[src/adc_readout_pkg.sv]
// Package: constants, states and functional notes for the converter readout block
package adc_readout_pkg;

  localparam int unsigned RESULT_W     = 18;
  localparam int unsigned CLK_MHZ      = 200;
  // Longest conversion time in ns (1.52 us)
  localparam int unsigned T_CONV_NS    = 1520;
  // Longest time rounds down
  localparam int unsigned CONV_CYCLES  = (T_CONV_NS * CLK_MHZ) / 1000;
  localparam int unsigned CNT_W        = 9;
  // One successive-approximation step per bit, paced by an internal bit clock
  localparam int unsigned BIT_CYCLES   = CONV_CYCLES / (RESULT_W + 1);
  localparam logic [CNT_W-1:0] BIT_DIV = CNT_W'(BIT_CYCLES - 1);
  localparam logic [4:0] LAST_BIT      = 5'(RESULT_W - 1);
  localparam int unsigned INIT_CYCLES  = 3;
  localparam logic [RESULT_W-1:0] RESULT_RST = 18'h00000;

  typedef enum logic [1:0] {ST_ACQUIRE, ST_CONVERT, ST_DONE} conv_state_t;

endpackage : adc_readout_pkg

[src/conv_if.sv]
// Interface: handshake between conversion sequencer and approximation engine
`timescale 1ns/1ps
`default_nettype none
interface conv_if;
  logic                  start;
  logic                  done;
  logic [17:0]           code;
  modport seq (output start, input done, input code);
  modport eng (input start, output done, output code);
endinterface // conv_if
`default_nettype wire

[src/sar_engine.sv]
// Successive-approximation engine with its own internal bit clock divider
`timescale 1ns/1ps
`default_nettype none
module sar_engine
  import adc_readout_pkg::*;
(
  // Clock and reset
  input  wire logic                clk_sys_i,
  input  wire logic                rstn_i,
  // Held analog sample compared against the trial code
  input  wire logic [RESULT_W-1:0] sample_i,
  // Sequencer side
  conv_if.eng                      cv
);
  logic [CNT_W-1:0]    div_q;
  logic                bit_en;
  logic [4:0]          bit_q;
  logic                run_q;
  logic [RESULT_W-1:0] trial_q;
  logic                done_q;

  // ----------------------------------------
  // Internal conversion clock
  // ----------------------------------------
  // No external clock: the bit step is a divided enable
  always_ff @(posedge clk_sys_i or negedge rstn_i)
  begin
    if (!rstn_i)
      div_q <= '0;
    else if (!run_q || bit_en)
      div_q <= '0;
    else
      div_q <= div_q + CNT_W'(1);
  end
  assign bit_en = run_q && (div_q == BIT_DIV);

  // ----------------------------------------
  // Bit decisions, MSB first
  // ----------------------------------------
  always_ff @(posedge clk_sys_i or negedge rstn_i)
  begin
    if (!rstn_i)
    begin
      run_q   <= 1'b0;
      bit_q   <= '0;
      trial_q <= RESULT_RST;
      done_q  <= 1'b0;
    end
    else
    begin
      done_q <= 1'b0;
      if (cv.start)
      begin
        run_q   <= 1'b1;
        bit_q   <= LAST_BIT;
        trial_q <= {1'b1, {(RESULT_W-1){1'b0}}};
      end
      else if (bit_en)
      begin
        // Keep the trial bit when the sample is not below the trial code
        if (sample_i < trial_q)
          trial_q[bit_q] <= 1'b0;
        if (bit_q == 5'd0)
        begin
          run_q  <= 1'b0;
          done_q <= 1'b1;
        end
        else
        begin
          trial_q[bit_q - 5'd1] <= 1'b1;
          bit_q <= bit_q - 5'd1;
        end
      end
    end
  end

  assign cv.done = done_q;
  assign cv.code = trial_q;
endmodule // sar_engine
`default_nettype wire

[src/sar_adc_parallel_readout.sv]
// Top: conversion sequencing and folded parallel result readout
`timescale 1ns/1ps
`default_nettype none
module sar_adc_parallel_readout
  import adc_readout_pkg::*;
(
  // Clock and reset
  input  wire logic                clk_sys_i,
  input  wire logic                rstn_i,
  // Digitised analog input, tracked while acquiring
  input  wire logic [RESULT_W-1:0] analog_code_i,
  // Host control
  input  wire logic                conversion_trigger_n_i,
  input  wire logic                unit_select_n_i,
  input  wire logic                read_strobe_n_i,
  input  wire logic                bus_width_select_i,
  input  wire logic                fold_select_i,
  // Status
  output logic                     busy_o,
  output logic                     sampling_o,
  output logic                     init_done_o,
  // Read-back of the bus pins, not used by the logic
  input  wire logic [RESULT_W-1:0] result_bus_i,
  // Driven data and its per-line enable
  output logic [RESULT_W-1:0]      result_bus_o,
  output logic [RESULT_W-1:0]      result_bus_oe_o
);
  import adc_readout_pkg::*;

  conv_if cv ();

  conv_state_t         state_q;
  logic                trig_q;
  logic                sel_q;
  logic                busy_q;
  logic                trig_fall;
  logic                sel_fall;
  logic                busy_fall;
  logic                track_q;
  logic [RESULT_W-1:0] hold_q;
  logic [RESULT_W-1:0] result_q;
  logic [RESULT_W-1:0] bus_q;
  logic [1:0]          init_cnt_q;
  logic                bus_en;
  logic                start_sampling;
  logic [RESULT_W-1:0] next_result;

  // ----------------------------------------
  // Folding of the 18-bit result onto the bus lines
  // ----------------------------------------
  // Lines that carry no result bits read as one in every folded view
  function automatic logic [RESULT_W-1:0] fold_map(input logic [RESULT_W-1:0] r,
                                                   input logic wid,
                                                   input logic fold);
    logic [RESULT_W-1:0] m;
    m = {RESULT_W{1'b1}};
    case ({fold, wid})
      2'b00: m = r;
      2'b01: m[3:2] = r[1:0];
      2'b11: m[11:10] = r[1:0];
      2'b10: m[17:10] = r[9:2];
      default: m = r;
    endcase
    return m;
  endfunction

  // Trim loading is over once the power-on conversions have all finished
  function automatic logic init_complete(input logic [1:0] cnt);
    return cnt == 2'(INIT_CYCLES);
  endfunction

  // ----------------------------------------
  // Edge detection of host inputs
  // ----------------------------------------
  // Primed to the idle levels so that release of reset shows no false edge
  always_ff @(posedge clk_sys_i or negedge rstn_i)
  begin
    if (!rstn_i)
      trig_q <= 1'b1;
    else
      trig_q <= conversion_trigger_n_i;
  end

  always_ff @(posedge clk_sys_i or negedge rstn_i)
  begin
    if (!rstn_i)
      sel_q <= 1'b1;
    else
      sel_q <= unit_select_n_i;
  end

  always_ff @(posedge clk_sys_i or negedge rstn_i)
  begin
    if (!rstn_i)
      busy_q <= 1'b0;
    else
      busy_q <= busy_o;
  end

  assign trig_fall = trig_q && !conversion_trigger_n_i;
  assign sel_fall  = sel_q && !unit_select_n_i;
  assign busy_fall = busy_q && !busy_o;

  // ----------------------------------------
  // Conversion sequencer
  // ----------------------------------------
  // A trigger while deselected or mid-conversion is ignored
  // The done state leaves one idle cycle before the next trigger is taken
  always_ff @(posedge clk_sys_i or negedge rstn_i)
  begin
    if (!rstn_i)
      state_q <= ST_ACQUIRE;
    else
    begin
      case (state_q)
        ST_ACQUIRE:
          if (trig_fall && !unit_select_n_i)
            state_q <= ST_CONVERT;
        ST_CONVERT:
          if (cv.done)
            state_q <= ST_DONE;
        ST_DONE:
          state_q <= ST_ACQUIRE;
        default:
          state_q <= ST_ACQUIRE;
      endcase
    end
  end
  assign cv.start = (state_q == ST_ACQUIRE) && trig_fall && !unit_select_n_i;
  assign busy_o   = (state_q == ST_CONVERT);

  // ----------------------------------------
  // Sample and hold
  // ----------------------------------------
  always_ff @(posedge clk_sys_i or negedge rstn_i)
  begin
    if (!rstn_i)
      track_q <= 1'b0;
    else if (cv.start)
      track_q <= 1'b0;
    else if (start_sampling)
      track_q <= 1'b1;
  end

  // Acquisition length is the host's to keep; nothing here measures it
  assign start_sampling = (busy_fall && !unit_select_n_i) || (sel_fall && !busy_o);

  always_ff @(posedge clk_sys_i or negedge rstn_i)
  begin
    if (!rstn_i)
      hold_q <= RESULT_RST;
    else if (cv.start)
      hold_q <= analog_code_i;
  end
  assign sampling_o = track_q;

  // ----------------------------------------
  // Approximation engine
  // ----------------------------------------
  sar_engine u_engine (
    .clk_sys_i (clk_sys_i),
    .rstn_i    (rstn_i),
    .sample_i  (hold_q),
    .cv        (cv)
  );

  // ----------------------------------------
  // Power-on initialisation count
  // ----------------------------------------
  // Trim load occupies the first conversions; results before that read as zero
  always_ff @(posedge clk_sys_i or negedge rstn_i)
  begin
    if (!rstn_i)
      init_cnt_q <= '0;
    else if (cv.done && !init_complete(init_cnt_q))
      init_cnt_q <= init_cnt_q + 2'd1;
  end
  assign init_done_o = init_complete(init_cnt_q);

  // ----------------------------------------
  // Result capture
  // ----------------------------------------
  // Conversions that load trim data leave a zero result behind
  always_comb
  begin
    next_result = result_q;
    if (cv.done)
    begin
      if (init_complete(init_cnt_q))
        next_result = cv.code;
      else
        next_result = RESULT_RST;
    end
  end

  always_ff @(posedge clk_sys_i or negedge rstn_i)
  begin
    if (!rstn_i)
      result_q <= RESULT_RST;
    else if (cv.done)
      result_q <= next_result;
  end

  // ----------------------------------------
  // Result bus
  // ----------------------------------------
  // Registered data: MSB valid on the same clock edge that busy falls, well inside 40 ns
  always_ff @(posedge clk_sys_i or negedge rstn_i)
  begin
    if (!rstn_i)
      bus_q <= {RESULT_W{1'b1}};
    else
      bus_q <= fold_map(next_result, bus_width_select_i, fold_select_i);
  end

  // Enable is combinational so the lines release as soon as the strobe rises

  assign bus_en          = !unit_select_n_i && !read_strobe_n_i;
  assign result_bus_o    = bus_q;
  assign result_bus_oe_o = {RESULT_W{bus_en}};

endmodule // sar_adc_parallel_readout
`default_nettype wire

[config.mk]
export PLATFORM = sky130hd
export DESIGN_NAME = sar_adc_parallel_readout
export DESIGN_NICKNAME = d
export VERILOG_FILES = /design/src/adc_readout_pkg.sv /design/src/conv_if.sv /design/src/sar_engine.sv /design/src/sar_adc_parallel_readout.sv
export SDC_FILE = /design/constraint.sdc
export NUM_CORES = 1
export LEC_CHECK = 0
export ABC_AREA = 1
export BUFFER_PORTS_ARGS = -buffer_cell sky130_fd_sc_hd__buf_2
export CORE_MARGIN = 10
export CORE_UTILIZATION = 50
export DETAILED_ROUTE_END_ITERATION = 12
export GPL_TIMING_DRIVEN = 1
export PLACE_DENSITY = 0.77
export REMOVE_ABC_BUFFERS = 1
export SLEW_MARGIN = 10
export SYNTH_ARGS = -nofsm -noshare
export SYNTH_HDL_FRONTEND = slang
export SYNTH_SLANG_ARGS = --single-unit
[constraint.sdc]
create_clock -name clk_sys_i -period 2.43 [get_ports clk_sys_i]
set_clock_uncertainty 0.05 [all_clocks]
set_input_delay 0.243 -clock clk_sys_i [delete_from_list [all_inputs] [get_ports clk_sys_i]]
set_output_delay 0.243 -clock clk_sys_i [all_outputs]
set_load 0.05 [all_outputs]
# Yosys cells after proc, flatten, opt, wreduce, memory -nomap -nowiden
# Index checks and enable logic that the tools add are counted.
[totals]
ff_bits = 96
ramBits = 0
latchBits = 0
input_bits = 43
memories = 0
mem_bits_ro = 0
output_inout_bits = 39
[op_classes]
n_lt_le_gt_ge = 5
mul = 0
reduce_logical = 30
add_sub_neg = 3
n_eq_ne = 9
n_div = 0
muxes = 32
n_bitwise = 3
shift = 0
[ops]
columns = ["op", "n"]
rows = [
  ["2-to-1 mux 18 bit", 8],
  ["AND 18 bit", 1],
  ["less-than comparator 18 bit", 1],
  ["inverter 18 bit", 1],
  ["bitwise OR 18 bit", 1],
  ["2-to-1 mux 5 bit", 3],
  ["logical AND 1 bit", 13],
  ["less-than comparator 5 x 6 -> 1 bit (second input constant)", 2],
  ["case mux 6 bit (2 select lines)", 1],
  ["demux 1 bit (select 5 bit)", 2],
  [">= comparator 5 x 1 -> 1 bit (second input constant)", 2],
  ["2-to-1 mux 1 bit", 10],
  ["adder 9 x 1 -> 9 bit (second input constant)", 1],
  ["== test 9 x 4 -> 1 bit (second input constant)", 1],
  ["2-to-1 mux 9 bit", 1],
  ["case mux 2 bit (2 select lines)", 2],
  ["== test 2 bit (second input constant)", 3],
  ["logical NOT 1 bit", 6],
  ["2-to-1 mux 2 bit", 3],
  ["2-to-1 mux 6 bit", 1],
  ["case mux 2 bit (3 select lines)", 1],
  ["AND reduction 2 bit", 3],
  ["nonzero test 2 bit", 3],
  ["logical NOT 5 bit", 1],
  ["7 further kinds", 11],
]

# Longest topological paths before layout
# Gate-level depths: netlist (run 1).
[depth]
word_depth = 13
mapped_depth = 13
depth_no_buf = 12

# Hierarchy
# From an unflattened synthesis (run 1), not the netlist that was laid out.
[unflattened]
hier_cells = 655
hier_area_um2 = 5122.4
[modules_own_cells]
columns = ["module", "cells_each", "n_inst", "area_per_inst_um2", "seq_area_each_um2"]
rows = [
  ["sar_adc_parallel_readout", 298, 1, 2686.3, 1576.5],
  ["sar_engine", 357, 1, 2436.1, 850.8],
]

# Least setup slack after synthesis (run 1)
# OpenSTA, ideal clock, no wires.
[synth_timing]
kind = "register to register"
start = "register init_cnt_q[0]"
end = "register bus_q[10], in the netlist result_bus_o[10]"
setup_slack_ns = 0.706
setup_ns = 0.081
arrival_ns = 1.593
t_required_ns = 2.299
stages_incl_launch_ff = 7
path_buffers = 1
path_cell_list = "dfrtp_1 > ha_1 > nand2_2 > buf_2 > o22ai_1 > inv_2 > o211ai_1"
[synth_via]
elab_chain_cells = 4
[synth_rtl]
columns = ["item", "line_no", "source"]
rows = [
  ["from (decl)", "sar_adc_parallel_readout.sv:43", "logic [1:0] init_cnt_q;"],
  ["from (signal assigned)", "sar_adc_parallel_readout.sv:176", "init_cnt_q <= init_cnt_q + 2'd1;"],
  ["== test 2 bit", "-", ""],
  ["via init_done_o", "sar_adc_parallel_readout.sv:21", "output logic init_done_o,"],
  ["2-to-1 mux 18 bit", "sar_adc_parallel_readout.sv:189", "if (init_complete(init_cnt_q))"],
  ["2-to-1 mux 18 bit", "sar_adc_parallel_readout.sv:187", "if (cv.done)"],
  ["case mux 2 bit (3 select lines)", "sar_adc_parallel_readout.sv:57", "case ({fold, wid})"],
  ["to (signal assigned)", "sar_adc_parallel_readout.sv:211", "bus_q <= {RESULT_W{1'b1}};"],
  ["to (signal assigned)", "sar_adc_parallel_readout.sv:213", "bus_q <= fold_map(next_result, bus_width_select_i, fold_select_i);"],
  ["to (decl)", "sar_adc_parallel_readout.sv:42", "logic [RESULT_W-1:0] bus_q;"],
]
# The timed path passes the listed nets, and every way through them passes these cells.
# A chain may end at the register's enable or synchronous reset.

# Worst setup path after layout (run 1)
[layout_timing]
start = "input unit_select_n_i"
end = "output result_bus_oe_o[2]"
[layout_via]
elab_chain_cells = 2
[layout_rtl]
columns = ["item", "line_no", "source"]
rows = [
  ["from (decl)", "sar_adc_parallel_readout.sv:14", "input wire logic unit_select_n_i,"],
  ["logical NOT 1 bit", "sar_adc_parallel_readout.sv:218", "assign bus_en = !unit_select_n_i && !read_strobe_n_i;"],
  ["logical AND 1 bit", "sar_adc_parallel_readout.sv:218", ""],
  ["to (decl)", "sar_adc_parallel_readout.sv:26", "output logic [RESULT_W-1:0] result_bus_oe_o"],
]
# No other way between the ends.

==> metrics, run 1 <==
die area about 0.014 mm²; Mapped Cells slightly above 600; DR DRC count 0; Final Power 4.75 mW; startpoint of the worst hold path analog_code_i[0]; layout cell share with drive strength beyond 1 0.224; crit share post-route 0.881; Setup Viol. Count Final 0; ys flop type dfrtp_1; DR pass1 iterations 5; Hold WC Path Type in2reg; Final ANT Viol Nets 0; vias in the first global route 3,854; Critical Path Fanout Max 18; Worst Path Arrival 1.85 ns; Chip Width 120 µm; slew margin rel. 0.550; top post-synthesis cells by area dfrtp_1 (38%), nand2_1 (17%), dfstp_2 (11%); wire length per cell around 14 µm; Setup CP Type in2out; Seq. cell area roughly 0.0024 mm²; DR vias/cell approximately 4.9; post-synthesis cell type count 41; WP data required approximately 2.1 ns; area of the core 0.00973 mm²; multi-input logic area a little over 0.002 mm²; RSZ-0062 raised after global routing no; final setup TNS 0 ns; sequential fraction of the synthesis area 0.489; first-pass GRT wire length around 18 mm; CTS tree yes; minimum clock period 2.14 ns; drt total wl 10.9 mm; clock slew at reported path FFs around 0.090 ns; Vias approximately 3,900; Num CTS Buffers 9; Mapped Avg Cell Area slightly above 8 µm²; row cnt 36; max-slew violation count 0; largest net degree at the start of global routing 46; critical path startpoint unit_select_n_i; placed cells ~800; leakage between 2 and 3 nW; Yosys top cell area share 0.383; actual slew at the worst max-slew pin 0.672 ns; later-pin clock latency in the skew report 0.38 ns; gr usage total 0.156; Worst R2R Start u_engine.bit_q[0]; Worst IR Drop VDD 0.000351 V; cell chosen for the clock root clkbuf_8; Final Hold Vio Count 0; Die Ht 120 µm; post-DP HPWL 7.97 mm; fin cells 799; Seq cells post-synth 96; Num Clock Sinks 96; Nets 728; antenna violations before repair 0; area growth from synthesis to layout 10.9%; Post-synth ARST share 1.00; total global routing overflow 0; CP endpoint kind output pin; crit start category input port; IO Pins 82; final instance area about 0.0055 mm²; Max Cap Violations 0; run status finished, final reports clean; final hold slack 0.00452 ns; dpl cell area around 0.0053 mm²; initial core utilization 0.510; H-tree depth 3; # port buffers between 60 and 70; Max Freq 0.467 GHz; Post-synth EDFFs 0; Synth Cell Area roughly 0.005 mm²; synth cell count leaders nand2_1 (221), dfrtp_1 (76), inv_1 (73); synth warn 0; GP Congestion 0.876; fillcell total around 910; Initial DRC Count 278; n_diodes 0; P per Cell Area 862 mW/mm²; most frequent cell after synthesis nand2_1; Yosys top cell by area dfrtp_1; setup slack, reg-to-reg 0.46 ns; clk buf depth 2
==> layer usage <==
| layer | vias to the layer above | track usage | routed length, µm |
|---|---|---|---|
| li1 | 1953 | - | - |
| met1 | 1853 | 0.192 | 4730 |
| met2 | 90 | 0.254 | 5270 |
| met3 | 14 | 0.0413 | 712 |
| met4 | 0 | 0.0664 | 181 |
| met5 | - | 0 | 0 |
==> what timing repair did <==
| item | in CTS | in global routing |
|---|---|---|
| setup buffers | 0 | 0 |
| endpoints found under the hold margin | 38 | 0 |
| resized for setup | 0 | 0 |
| endpoints found under the setup margin | 0 | 0 |
| hold buffers | 3 | 0 |
==> power breakdown <==
part           internal, mW  total (mW)  switching [mW]
Sequential             1.85        2.04           0.185
Clock                 0.403       0.967           0.564
Combinational         0.546        1.75            1.20
Total                  2.80        4.75            1.95
==> critical path: stages <==
cell,delay (ns)
dlygate4sd3_1,0.54
buf_2,0.14
nor2_1,0.53
buf_2,0.39
==> layout by cell type, fill, tap and decap left out, types with 2 or more instances in the layout <==
master / count
inv_1: 73
nand3_2: 2
nand2_2: 8
nor2_4: 4
clkbuf_8: 10
nor3_2: 2
nand2_1: 221
dfrtp_1: 76
o21ai_0: 24
o211ai_1: 2
buf_2: 62
a21oi_1: 10
ha_1: 24
a21oi_2: 2
dlygate4sd3_1: 3
clkinvlp_4: 2
clkinv_2: 2
inv_2: 9
nand3_1: 8
o21ai_1: 3
clkbuf_1: 2
nor3b_1: 2
o22ai_1: 10
nor2_1: 45
nor2_2: 5
or2_2: 6
nor3_1: 8
dfstp_2: 20
buf_4: 5
==> final cells by class <==
class | instances | share of cell area
Clock inverter | 4 | 0.00523
Timing Repair Buffer | 71 | 0.0723
Inverter | 84 | 0.0579
Multi-Input combinational cell | 399 | 0.367
Clock buffer | 12 | 0.0264
Tap cell | 133 | 0.0302
Sequential cell | 96 | 0.441
==> path summary, 6_finish.rpt <==
check	to	depth (start not counted)
max in group asynchronous	result_bus_o[6]	3
worst max register to register	u_engine.cv.code[10]	7
min in group asynchronous	u_engine.run_q	2
worst min-delay path	hold_q[0]	3
worst min register to register	busy_q	1
worst max-delay path	result_bus_oe_o[2]	4
==> stage by stage <==
stage                      util  setup slack, ns
after floorplan               -            -9.05
after global placement    0.545            0.550
after detailed placement  0.545            0.472
after CTS                 0.566            0.270
after global routing      0.566            0.169
final                     0.566            0.289
==> kinds of logic after synthesis <==
family          synth area share
fa+ha+maj                 0.0605
compound gates            0.0597
simple gates               0.280
xor+xnor                 0.00504
mux                      0.00227
buf+inv                    0.104
flops                      0.489
==> flip-flops by register name (all words and copies together), names as in the netlist, 2 cells and up <==
signal            count
u_engine.cv.code     18
u_engine.bit_q        5
result_bus_o         18
result_q             18
init_cnt_q            2
state_q               2
hold_q               18
u_engine.div_q        9
(Power assumes the default switching activity.)
==> run 2: changes to the inputs <==
Settings changed: CORE_MARGIN 10 to 1.5, GPL_TIMING_DRIVEN 1 to unset.
Clock period 2.43 ns to 2.1 ns, I/O delays scaled along.
==> run 2 against run 1 <==
Effect of this change: total power up 22%; worst setup slack worse by 0.11 ns; global-route usage up 6.3 points; register-to-register slack worse by 0.28 ns; combinational power up 27%; critical endpoint is now u_engine.cv.code[6].
==> metrics, run 2 (synthesized netlist as in run 1, its figures left out) <==
Max Cap Violations 0 (unchanged); Nets 750 (+3.0%); crit start category flip-flop; crit share post-route 0.915; run status finished, final reports clean; cell chosen for the clock root clkbuf_8; first-pass GRT wire length 17.5 mm (-4.6%); H-tree depth 3 (unchanged); RSZ-0062 raised after global routing no; post-DP HPWL 7.66 mm (-3.9%); # port buffers 63 (unchanged); startpoint of the worst hold path fold_select_i; total global routing overflow 0 (unchanged); Flop pwr share 0.406 (-0.023); n_diodes 0 (unchanged); later-pin clock latency in the skew report 0.38 ns (about the same); internal cell power 3.53 mW (+26%); die area 0.0105 mm² (-26%); slew margin rel. 0.507 (-0.0429); Gates resized, CTS repair 0 (unchanged); WP data required 2.37 ns (+0.23 ns); Chip Width 103 µm (-14%); IO Pins 82 (unchanged); drt total wl 10.5 mm (-3.2%); met2 Usage GRT 0.384 (+0.130); actual slew at the worst max-slew pin 0.736 ns (+0.0641 ns); DR DRC count 0 (unchanged); max-slew violation count 0 (unchanged); initial core utilization 0.513 (+0.00237); Hold WC Path Type in2reg; largest net degree at the start of global routing 49 (+6.5%); Max Freq 0.520 GHz; Worst IR Drop VDD 0.000397 V (+13%); gr usage total 0.219 (+0.0628); logic gate share of total power 0.384 (+0.016); most frequent cells in the layout nand2_1 (221), dfrtp_1 (76), inv_1 (73); P per Cell Area 1010 mW/mm² (+17%); Setup CP Type reg2reg; Worst Path Arrival 2.19 ns (+0.34 ns); switch share 0.393 (-0.0175); Die Ht 103 µm (-14%); Num Clock Sinks 96 (unchanged); busiest grt layer met2; met1 Use GR 0.268 (+0.0761); fillcell total 806 (-11%); Final ANT Viol Nets 0 (unchanged); Worst path top cell family by delay simple AND/OR/NAND/NOR gates; CP endpoint kind flip-flop; CTS tree yes; Vias 4,017 (+2.7%); worst path bufs/invs 2 (-1); Cell Chain, Critical Path inv_1 -> ha_1 -> nand2_1 -> nor2_2 -> nand2_2 -> nor2_1 -> nand2_1 -> nand2_2 -> nor2_4 -> buf_12 -> nand2_1 -> nand2_1 -> nand2_1; met3 track demand over resource 0.0305 (-0.0107); Place WS 0.212 ns (-0.260 ns); Crit path top cell by count nand2_1; antenna violations before repair 0 (unchanged); Initial DRC Count 262 (-5.8%); Critical Path Fanout Max 12 (-6); layout cell share with drive strength beyond 1 0.224 (about the same); most common cell after layout, fill and taps aside nand2_1; clk buf depth 2 (unchanged); critical path startpoint u_engine.cv.code[17]; final setup TNS 0 ns (unchanged); slowest stage cell, crit path dfrtp_1; Setup Viol. Count Final 0 (unchanged); Switching Power 2.28 mW (+17%); area of the core 0.00968 mm² (-0.46%); DR vias/cell 4.89 (about the same); Worst R2R Start u_engine.cv.code[17]; vias in the first global route 3,807 (-1.2%); Final Hold Vio Count 0 (unchanged); minimum clock period 1.92 ns; Num CTS Buffers 9 (unchanged); leakage 2.97 nW (+4.0%); clock slew at reported path FFs 0.09 ns (about the same); Worst Slack Setup Final 0.179 ns (-0.110 ns); worst stage delay on the critical path 0.36 ns (-0.18 ns); row cnt 36 (unchanged); GP Congestion 0.931 (+6.2%); Clock power frac 0.209 (+0.005); DR pass1 iterations 5 (unchanged); area growth from synthesis to layout 15.9%; wire length per cell 12.8 µm (-5.8%)
[run 2: cell count changes in the layout (fill, tap and decap cells not counted), sizes merged]
cell         previous run  this run
clkbuf                 12        11
inv                    84        83
clkinvlp                2         1
buf                    68        72
clkinv                  2         4
bufinv                  0         1
dlygate4sd3             3        21
[run 2: metrics by stage]
stage          cells  power, mW  area (µm²)  utilization  hold WS [ns]
2_1_floorplan    579       3.87        4770            -        -0.136
3_3_place_gp     782       4.32        5320        0.549        0.0489
3_5_place_dp     782       4.44        5320        0.549        0.0555
4_1_cts          819       5.68        5730        0.591        0.0338
5_1_grt          821       6.22        5750        0.594        0.0707
6_report         821       5.81        5750        0.594        0.0484
[run 2: area by class of cell]
class,count,area [µm²],area share
Timing Repair Buffer,93,621,0.108
Clock buffer,11,141,0.0246
Tap cell,133,166,0.0289
Clock inverter,5,56.3,0.00979
Sequential cell,96,2430,0.422
Multi-Input combinational cell,399,2020,0.351
Inverter,84,319,0.0555
[run 2: path summary, 6_finish.rpt]
path / endpoint / depth (start not counted) / slack [ns]
hold / removal: result_bus_o[1] / 3 / 0.05
max in group asynchronous: result_bus_o[12] / 3 / 1.10
setup / recovery: u_engine.cv.code[6] / 13 / 0.18
setup reg to reg: u_engine.cv.code[6] / 13 / 0.18
hold reg to reg: busy_q / 1 / 0.42
min in group asynchronous: u_engine.cv.code[5] / 2 / 0.19
[run 2: metal layers]
layer  wire length [µm]  part of all wire
met5                  0                 0
met4                234             0.022
met3                462             0.044
met2               5260              0.50
met1               4590              0.44
[run 2: what timing repair did]
item	in CTS	in global routing
setup endpoints to repair	0	6
buffers inserted	0	2
hold endpoints to repair	77	0
hold buffers	21	0
[run 2: worst min-delay path, stage by stage]
cell	delay [ns]
buf_2	0.10
nor2_1	0.07
nand2_1	0.07
[run 2: power by group through the flow]
stage               registers [mW]  logic, mW  clock network [mW]
floorplan                     2.44       1.43                   0
global placement              2.37       1.95                   0
detailed placement            2.39       2.05                   0
CTS                           2.36       2.08                1.24
global route                  2.39       2.52                1.31
finish                        2.36       2.23                1.22
